===== config.mk =====
export PLATFORM = sky130hd
export DESIGN_NAME = prsrs_panel
export DESIGN_NICKNAME = d
export VERILOG_FILES = /design/src/prsrs_sync_debounce.v /design/src/prsrs_timer.v /design/src/prsrs_panel.v
export VERILOG_INCLUDE_DIRS = /design/src
export SDC_FILE = /design/constraint.sdc
export NUM_CORES = 1
export LEC_CHECK = 0
export BUFFER_PORTS_ARGS = -buffer_cell sky130_fd_sc_hd__buf_2
export CAP_MARGIN = 20
export CELL_PAD_IN_SITES_DETAIL_PLACEMENT = 0
export CELL_PAD_IN_SITES_GLOBAL_PLACEMENT = 1
export CORE_MARGIN = 5
export CORE_UTILIZATION = 45
export CTS_BUF_LIST = sky130_fd_sc_hd__clkbuf_16
export DETAILED_ROUTE_END_ITERATION = 10
export GPL_ROUTABILITY_DRIVEN = 0
export PLACE_DENSITY = 0.82
export RECOVER_POWER = 100
export SLEW_MARGIN = 20
export SYNTH_ARGS = -nofsm -noshare
export SYNTH_HDL_FRONTEND = slang
export SYNTH_SLANG_ARGS = --single-unit

===== constraint.sdc =====
create_clock -name clk -period 4.6 [get_ports clk]
set_input_delay 0 -clock clk [delete_from_list [all_inputs] [get_ports clk]]
set_output_delay 0 -clock clk [all_outputs]
set_load 0.02 [all_outputs]

===== src/prsrs_consts.vh =====
// constants for the panel run/stop/reset sequencer
`ifndef PRSRS_CONSTS_VH
`define PRSRS_CONSTS_VH
// clock rate in hertz
`define PRSRS_CLK_HZ 20000000
// timing figures, in milliseconds
`define PRSRS_FLASH_PERIOD_MS 1000
`define PRSRS_LONG_PRESS_MS 5000
`define PRSRS_SELECT_MS 20000
`define PRSRS_CONFIRM_MS 10000
`define PRSRS_ACK_PULSE_MS 250
`define PRSRS_DEBOUNCE_MS 20
// cycles per millisecond
`define PRSRS_CYC_PER_MS (`PRSRS_CLK_HZ / 1000)
// battery error report fields
`define PRSRS_ERR_CODE 16'h0B00
`define PRSRS_ERR_MODULE 8'h78
`define PRSRS_ERR_NUMBER 8'h01
// extended function codes
`define PRSRS_FUNC_NONE 2'h0
`define PRSRS_FUNC_ERASE_BLOCKS 2'h1
`define PRSRS_FUNC_RELOAD_PROJECT 2'h2
`endif


===== src/prsrs_sync_debounce.v =====
// two-stage synchroniser followed by a stable-level debouncer
`timescale 1ns/10ps
module prsrs_sync_debounce #(
   parameter STABLE_CYC = 400
) (
   // clock and reset
   input wire clk,
   input wire rst_n,
   // raw pin and clean level
   input wire pinIn,
   output reg levelOut
);
   reg sync1_r; // first stage, read only by the second
   reg sync2_r; // second stage
   reg [31:0] stableCnt_r; // cycles the level has differed

   // synchroniser and debounce counter
   always @(posedge clk or negedge rst_n) begin
      if (!rst_n) begin
         sync1_r <= 1'b0;
         sync2_r <= 1'b0;
         stableCnt_r <= 32'h00000000;
         levelOut <= 1'b0;
      end else begin
         sync1_r <= pinIn;
         sync2_r <= sync1_r;
         if (sync2_r == levelOut) begin
            // agrees with output: bounce window restarts
            stableCnt_r <= 32'h00000000;
         end else if (stableCnt_r >= STABLE_CYC - 1) begin
            // stable long enough, accept new level
            levelOut <= sync2_r;
            stableCnt_r <= 32'h00000000;
         end else begin
            stableCnt_r <= stableCnt_r + 32'h00000001;
         end
      end
   end
endmodule // prsrs_sync_debounce


===== src/prsrs_timer.v =====
// loadable down-counter that pulses once when it expires
`timescale 1ns/10ps
module prsrs_timer (
   // clock and reset
   input wire clk,
   input wire rst_n,
   // control
   input wire load,
   input wire [31:0] loadVal,
   input wire stop,
   // status
   output wire running,
   output reg expired
);
   reg [31:0] count_r; // cycles left, zero when idle

   assign running = (count_r != 32'h00000000);

   // count down, pulse at the last cycle
   always @(posedge clk or negedge rst_n) begin
      if (!rst_n) begin
         count_r <= 32'h00000000;
         expired <= 1'b0;
      end else begin
         expired <= 1'b0;
         if (stop) begin
            count_r <= 32'h00000000;
         end else if (load) begin
            count_r <= loadVal;
         end else if (count_r == 32'h00000001) begin
            count_r <= 32'h00000000;
            expired <= 1'b1;
         end else if (count_r != 32'h00000000) begin
            count_r <= count_r - 32'h00000001;
         end
      end
   end
endmodule // prsrs_timer


===== src/prsrs_panel.v =====
// front-panel run/stop/reset sequencer with lamps and battery check
//
// Summary of operation
// fault lamp blinks, one second period
// halt lamp steady while halted
// run lamp off after inputs, on before outputs
// halt position suspends cyclic execution
// run position enables cyclic execution
// reset press resets, then runs automatically
// over five seconds lights extended lamp
// one press erases blocks, two reload
// lamp off, then one or two flashes
// after twenty seconds lamp steady ten
// function runs only if confirmed by press
// short press or timeout gives plain reset
// low battery reports error 2816/120/1
// switch inputs debounced before use
// count only in selection window, max two
`timescale 1ns/10ps
`include "prsrs_consts.vh"
module prsrs_panel #(
   parameter LONG_PRESS_CYC = `PRSRS_LONG_PRESS_MS * `PRSRS_CYC_PER_MS,
   parameter SELECT_CYC = `PRSRS_SELECT_MS * `PRSRS_CYC_PER_MS,
   parameter CONFIRM_CYC = `PRSRS_CONFIRM_MS * `PRSRS_CYC_PER_MS,
   parameter HALF_FLASH_CYC = (`PRSRS_FLASH_PERIOD_MS / 2) * `PRSRS_CYC_PER_MS,
   parameter ACK_CYC = `PRSRS_ACK_PULSE_MS * `PRSRS_CYC_PER_MS,
   parameter DEBOUNCE_CYC = `PRSRS_DEBOUNCE_MS * `PRSRS_CYC_PER_MS
) (
   // clock and reset
   input wire clk,
   input wire rst_n,
   // operator switch pins, high when in that position
   input wire haltPosition,
   input wire runPosition,
   input wire resetPosition,
   // controller status, from same-clock logic
   input wire faultState,
   input wire inputImageDone,
   input wire outputImageStart,
   // battery comparator pin, high when low
   input wire batteryLow,
   // lamps
   output reg faultLamp,
   output reg haltLamp,
   output reg runLamp,
   output reg extendedFunctionLamp,
   // controller commands
   output reg cycleEnable,
   output reg resetPulse,
   output reg [1:0] extFunction,
   output reg extFunctionPulse,
   // battery error report
   output reg batteryError,
   output reg [15:0] errCode,
   output reg [7:0] errModule,
   output reg [7:0] errNumber
);
   // sequencer states
   localparam ST_IDLE = 3'h0; // halt or run
   localparam ST_PRESS = 3'h1; // reset held, timing long press
   localparam ST_WAIT_REL = 3'h2; // long press reached, waiting release
   localparam ST_SELECT = 3'h3; // counting selection presses
   localparam ST_CONFIRM = 3'h4; // lamp steady, waiting confirm
   localparam ST_DO_RESET = 3'h5; // issue reset then run

   reg [2:0] state_r;
   reg [2:0] state_nxt;
   reg [1:0] selCount_r; // selection presses so far
   reg selOver_r; // more than two presses seen
   reg resetPrev_r; // last debounced reset level
   reg [2:0] ackLeft_r; // ack half-pulses still to show
   reg [31:0] ackCnt_r; // half-pulse timer
   reg [31:0] flashCnt_r; // fault blink timer
   reg blink_r; // fault blink phase
   reg running_r; // controller in run state
   reg [1:0] batSync_r; // battery pin synchroniser

   wire haltDb;
   wire runDb;
   wire resetDb;
   wire resetRise;
   wire resetFall;
   wire tmrLoad;
   wire [31:0] tmrVal;
   wire tmrExpired;
   wire tmrRunning;

   // debounced switch levels
   prsrs_sync_debounce #(.STABLE_CYC(DEBOUNCE_CYC)) uHalt (
      .clk(clk), .rst_n(rst_n), .pinIn(haltPosition), .levelOut(haltDb));
   prsrs_sync_debounce #(.STABLE_CYC(DEBOUNCE_CYC)) uRun (
      .clk(clk), .rst_n(rst_n), .pinIn(runPosition), .levelOut(runDb));
   prsrs_sync_debounce #(.STABLE_CYC(DEBOUNCE_CYC)) uReset (
      .clk(clk), .rst_n(rst_n), .pinIn(resetPosition), .levelOut(resetDb));

   assign resetRise = resetDb & ~resetPrev_r;
   assign resetFall = ~resetDb & resetPrev_r;

   // one shared timer serves each timed state in turn
   assign tmrLoad = (state_r != state_nxt) &&
                    (state_nxt == ST_PRESS || state_nxt == ST_SELECT ||
                     state_nxt == ST_CONFIRM);
   assign tmrVal = (state_nxt == ST_PRESS) ? LONG_PRESS_CYC :
                   (state_nxt == ST_SELECT) ? SELECT_CYC : CONFIRM_CYC;

   // the timer is cleared on every return to idle, so a stale count left
   // by a short press or a confirm can never expire into a later state
   prsrs_timer uTimer (
      .clk(clk),
      .rst_n(rst_n),
      .load(tmrLoad),
      .loadVal(tmrVal),
      .stop(state_r == ST_DO_RESET),
      .running(tmrRunning),
      .expired(tmrExpired)
   );

   // next-state logic
   // presses are edges of the debounced level, so chatter on the lever
   // can never start, count or confirm anything by itself
   always @* begin
      state_nxt = state_r;
      case (state_r)
         ST_IDLE: begin
            if (resetRise) begin
               state_nxt = ST_PRESS;
            end
         end
         ST_PRESS: begin
            if (resetFall) begin
               state_nxt = ST_DO_RESET;
            end else if (tmrExpired) begin
               state_nxt = ST_WAIT_REL;
            end
         end
         ST_WAIT_REL: begin
            // operator must return to run before selecting
            if (!resetDb && runDb) begin
               state_nxt = ST_SELECT;
            end
         end
         ST_SELECT: begin
            if (tmrExpired) begin
               if (selOver_r || selCount_r == 2'h0) begin
                  state_nxt = ST_DO_RESET;
               end else begin
                  state_nxt = ST_CONFIRM;
               end
            end
         end
         ST_CONFIRM: begin
            if (resetRise) begin
               state_nxt = ST_DO_RESET;
            end else if (tmrExpired) begin
               state_nxt = ST_DO_RESET;
            end
         end
         ST_DO_RESET: begin
            state_nxt = ST_IDLE;
         end
         default: begin
            state_nxt = ST_IDLE;
         end
      endcase
   end

   // sequencer registers and commands
   always @(posedge clk or negedge rst_n) begin
      if (!rst_n) begin
         state_r <= ST_IDLE;
         resetPrev_r <= 1'b0;
         selCount_r <= 2'h0;
         selOver_r <= 1'b0;
         resetPulse <= 1'b0;
         extFunction <= `PRSRS_FUNC_NONE;
         extFunctionPulse <= 1'b0;
         running_r <= 1'b0;
      end else begin
         state_r <= state_nxt;
         resetPrev_r <= resetDb;
         resetPulse <= 1'b0;
         extFunctionPulse <= 1'b0;
         // presses counted only inside the selection window
         if (state_r == ST_SELECT && resetRise) begin
            if (selCount_r == 2'h2) begin
               selOver_r <= 1'b1;
            end else begin
               selCount_r <= selCount_r + 2'h1;
            end
         end
         if (state_r == ST_WAIT_REL) begin
            selCount_r <= 2'h0;
            selOver_r <= 1'b0;
         end
         if (state_r == ST_SELECT && tmrExpired) begin
            // function code latched for confirmation
            extFunction <= (selCount_r == 2'h2) ? `PRSRS_FUNC_RELOAD_PROJECT :
                           (selCount_r == 2'h1) ? `PRSRS_FUNC_ERASE_BLOCKS :
                           `PRSRS_FUNC_NONE;
         end
         if (state_r == ST_CONFIRM && resetRise) begin
            extFunctionPulse <= 1'b1;
         end
         if (state_r == ST_DO_RESET) begin
            resetPulse <= 1'b1;
            running_r <= 1'b1;
         end else if (state_r == ST_IDLE && haltDb) begin
            running_r <= 1'b0;
         end else if (state_r == ST_IDLE && runDb) begin
            running_r <= 1'b1;
         end
      end
   end

   // acknowledge flashes: two half-pulses per flash
   always @(posedge clk or negedge rst_n) begin
      if (!rst_n) begin
         ackLeft_r <= 3'h0;
         ackCnt_r <= 32'h00000000;
      end else if (state_r == ST_SELECT && resetFall && !selOver_r && selCount_r != 2'h0) begin
         // restart ack for the count reached so far, lamp dark first;
         // an even load makes the first half-pulse a dark one, so one
         // press gives one flash and two presses give a double flash
         ackLeft_r <= (selCount_r == 2'h2) ? 3'h4 : 3'h2;
         ackCnt_r <= ACK_CYC;
      end else if (state_r != ST_SELECT) begin
         ackLeft_r <= 3'h0;
         ackCnt_r <= 32'h00000000;
      end else if (ackLeft_r != 3'h0) begin
         if (ackCnt_r == 32'h00000000) begin
            ackLeft_r <= ackLeft_r - 3'h1;
            ackCnt_r <= ACK_CYC;
         end else begin
            ackCnt_r <= ackCnt_r - 32'h00000001;
         end
      end
   end

   // fault blink generator, half periods restart dark at each fault
   always @(posedge clk or negedge rst_n) begin
      if (!rst_n) begin
         flashCnt_r <= 32'h00000000;
         blink_r <= 1'b0;
      end else if (!faultState) begin
         flashCnt_r <= 32'h00000000;
         blink_r <= 1'b0;
      end else if (flashCnt_r >= HALF_FLASH_CYC - 1) begin
         flashCnt_r <= 32'h00000000;
         blink_r <= ~blink_r;
      end else begin
         flashCnt_r <= flashCnt_r + 32'h00000001;
      end
   end

   // lamps and execution enable
   always @(posedge clk or negedge rst_n) begin
      if (!rst_n) begin
         faultLamp <= 1'b0;
         haltLamp <= 1'b0;
         runLamp <= 1'b0;
         extendedFunctionLamp <= 1'b0;
         cycleEnable <= 1'b0;
      end else begin
         faultLamp <= faultState & blink_r;
         haltLamp <= ~running_r;
         cycleEnable <= running_r & ~faultState;
         if (!running_r) begin
            runLamp <= 1'b0;
         end else if (outputImageStart) begin
            runLamp <= 1'b1;
         end else if (inputImageDone) begin
            runLamp <= 1'b0;
         end
         // odd ack counts are the lit halves
         case (state_r)
            ST_WAIT_REL: extendedFunctionLamp <= 1'b1;
            ST_SELECT: extendedFunctionLamp <= ackLeft_r[0];
            ST_CONFIRM: extendedFunctionLamp <= 1'b1;
            default: extendedFunctionLamp <= 1'b0;
         endcase
      end
   end

   // battery monitor; report is sticky until power-on reset
   // the pin is asynchronous, so logic reads only the second stage;
   // a pin that recovers never clears the report on its own
   always @(posedge clk or negedge rst_n) begin
      if (!rst_n) begin
         batSync_r <= 2'h0;
         batteryError <= 1'b0;
         errCode <= 16'h0000;
         errModule <= 8'h00;
         errNumber <= 8'h00;
      end else begin
         batSync_r <= {batSync_r[0], batteryLow};
         if (batSync_r[1]) begin
            batteryError <= 1'b1;
            errCode <= `PRSRS_ERR_CODE;
            errModule <= `PRSRS_ERR_MODULE;
            errNumber <= `PRSRS_ERR_NUMBER;
         end
      end
   end
endmodule // prsrs_panel


==> results.json <==
{
  "cts_tree": "built",
  "fin_nets": 1114,
  "htreeDepth": 1,
  "synth-main-ff-cell": "dfrtp_1",
  "synth_cells": 1019,
  "hold_viol": 0,
  "yosysMostFrequentCell": "dfrtp_1",
  "start_kind": "register",
  "grt.busiest_layer": "met2",
  "diodes": 0,
  "final_layout_size_suffix_gt1_frac": 0.0702,
  "seqCellArea_um2": 5660,
  "syn_area_per_cell_um2": 10.3,
  "violations": "capacitance limit, slew limit",
  "worst_hold_path_type": "in2reg",
  "path_class": "reg2reg",
  "fin_skew_ns": 0.0162,
  "p_leak_uw": 0.00510,
  "insertion_delay_ns": 0.52,
  "async_reset_ff_frac": 1.00,
  "start_util": 0.459,
  "multiInputGateArea_um2": 4610,
  "fmax_mhz": 304,
  "crit_arrival_ns": 3.71,
  "seq_area_frac_synth": 0.541,
  "finalCriticalPeriod_ns": 3.29,
  "maxSlewHeadroom": -1.05,
  "pre_cts_ws_ns": 1.60,
  "final.setup.worst_slack_ns": 1.31,
  "drt_pass1_iterations": 5,
  "antenna_left": 0,
  "setup_viol": 0,
  "grt_max_degree": 127,
  "io_pins": 51,
  "yosys.area.top_type": "dfrtp_1",
  "drv_cap": 1,
  "synth_area_leaders": "dfrtp_1, nor2_1, xor2_1",
  "antenna_found_initial": 0,
  "grt_pass1_wl_um": 33000,
  "io_buffer_count": 26,
  "critPathCaptureType": "register",
  "grt_pass1_vias": 6944,
  "cts_resized": 0,
  "fillers": 2062,
  "worstHoldPathCells": 2,
  "synthTopCellsByCount": "dfrtp_1, nor2_1, nand2_1",
  "yosysUniqueCellTypes": 67,
  "clock_sinks": 226,
  "total_power_uw": 5370,
  "die_area_um2": 26400,
  "drc": 0,
  "std_cell_rows": 55,
  "path_max_fanout": 26,
  "whs_ns": 0.109,
  "final_core_util": 0.523,
  "r2r_setup_slack_ns": 1.31,
  "dieWidth_um": 162,
  "grt_overflow_total": 0,
  "initialDrtViolationCount": 522,
  "cts_buffers": 25,
  "yosys.area.top_type_share": 0.541,
  "post-route-period-util": 0.716,
  "power.density_nw_per_um2": 451,
  "drv_slew": 126,
  "cts.path.max_buffers": 3,
  "routed_wirelength_um": 19300,
  "fin_tns_setup_ns": 0,
  "synth_edf_count": 0,
  "root_buffer": "clkbuf_16",
  "vias_per_cell": 5.04,
  "grtUsageMet1": 0.207,
  "grt_usage": 0.146,
  "die_h_um": 162,
  "place_hpwl_um": 12400,
  "grt_setup_unrepaired": "false",
  "core_um2": 22800,
  "worst_slew_pin_slew_ns": 3.07,
  "outcome": "finished, violations left",
  "required_ns": 5.02,
  "rr_worst_depth": 6,
  "synth_seq_cells": 226,
  "grt_use_met3": 0.0246,
  "vias": 7182,
  "syn_area_um2": 10500,
  "cts.clk_slew.worst_paths_ns": 0.06,
  "wl_per_cell_um": 13.6,
  "synth_warnings": 0,
  "area_growth_pct": 13.9,
  "grt_use_met2": 0.236,
  "ir_worst_vdd_mv": 0.246
}
-- routing by layer --
layer  part of all wire  up-vias
met5                  0        -
met4              0.014        0
met2               0.46       91
met1               0.49     3465
li1                   -     3603
met3              0.037       23
-- cell families after synthesis --
family          count (synthesis)  share of synthesized area
compound gates                129                     0.0775
xor+xnor                      110                     0.0921
fa+ha+maj                      13                     0.0155
buf+inv                        84                     0.0429
flops                         226                      0.541
mux                             8                    0.00837
other cells                     1                   0.000358
simple gates                  448                      0.223
-- final timing paths --
check,startpoint,to
max,state_r[2]$_DFF_PN0_,uTimer.count_r[1]$_DFFE_PN0P_
min,haltPosition,uHalt.sync1_r$_DFF_PN0_
max reg2reg,state_r[2]$_DFF_PN0_,uTimer.count_r[1]$_DFFE_PN0P_
min reg2reg,batSync_r[0]$_DFF_PN0_,batSync_r[1]$_DFF_PN0_
max in group asynchronous,rst_n,uHalt.stableCnt_r[21]$_DFF_PN0_
min in group asynchronous,rst_n,ackCnt_r[0]$_DFFE_PN0P_
-- power breakdown --
| part | internal [uW] | total [uW] | leakage [uW] | switching [uW] |
|---|---|---|---|---|
| Clock | 1490 | 2290 | 0.000472 | 800 |
| Sequential | 2160 | 2330 | 0.00295 | 171 |
| Combinational | 295 | 752 | 0.00168 | 457 |
-- area by class of cell --
type	count	share of cell area
timing repair buffer	37	0.0184
clock buffer	25	0.0525
sequential	226	0.475
inverter	23	0.00725
tap	313	0.0329
multi-input combinational	779	0.387
clock inverter	21	0.0274
-- registers in the layout, indices dropped and copies added (netlist names), 3 cells and up --
| register | count |
|---|---|
| uHalt.stableCnt_r | 32 |
| ackCnt_r | 32 |
| uRun.stableCnt_r | 32 |
| flashCnt_r | 32 |
| ackLeft_r | 3 |
| uReset.stableCnt_r | 32 |
| uTimer.count_r | 32 |
| state_r | 3 |
-- metrics by stage --
step | cells | instance area [um2]
after floorplan | 1089 | 10700
after global placement | 1370 | 10900
after detailed placement | 1370 | 10900
after CTS | 1424 | 12000
after global routing | 1424 | 11900
final | 1424 | 11900
-- layout by cell type (no fill, tap or decap), types with 5 or more instances in the layout --
cell type / synthesis / routed
conb_1: 1 / 71
bufinv_16: 0 / 9
nor4_1: 21 / 22
and3_1: 16 / 16
ha_1: 13 / 13
or2_2: 7 / 7
nand4_1: 21 / 22
nand3_1: 50 / 50
a21oi_1: 41 / 41
nor3_1: 38 / 38
o21a_1: 10 / 10
clkinv_1: 0 / 5
o21ai_0: 27 / 29
o31ai_1: 9 / 9
or3_1: 9 / 9
o41ai_1: 5 / 5
o22ai_1: 5 / 5
buf_2: 11 / 7
dfrtp_1: 226 / 226
xor2_1: 58 / 58
or4_1: 13 / 13
nand2b_1: 10 / 10
dlygate4sd3_1: 0 / 8
clkbuf_1: 18 / 19
nor2_1: 149 / 149
mux2_2: 6 / 6
nand2_1: 64 / 64
and2_1: 7 / 6
inv_1: 23 / 26
xnor2_1: 52 / 52
and4_1: 9 / 9
clkbuf_16: 0 / 25
-- repair_timing --
item                                   4_1_cts  5_1_grt
setup buffers                                0        0
endpoints found under the hold margin      133        0
hold buffers                                 8        0
-- critical path, cell delays in order (launching register included) --
cell and delay [ns]:
dfrtp_1 0.62, nand2b_1 0.36, o22ai_1 0.14, a22o_1 0.26
o21ai_0 0.79, o21ai_2 0.58, nor4b_1 0.44
No activity file was read; power rests on OpenSTA's default activity.
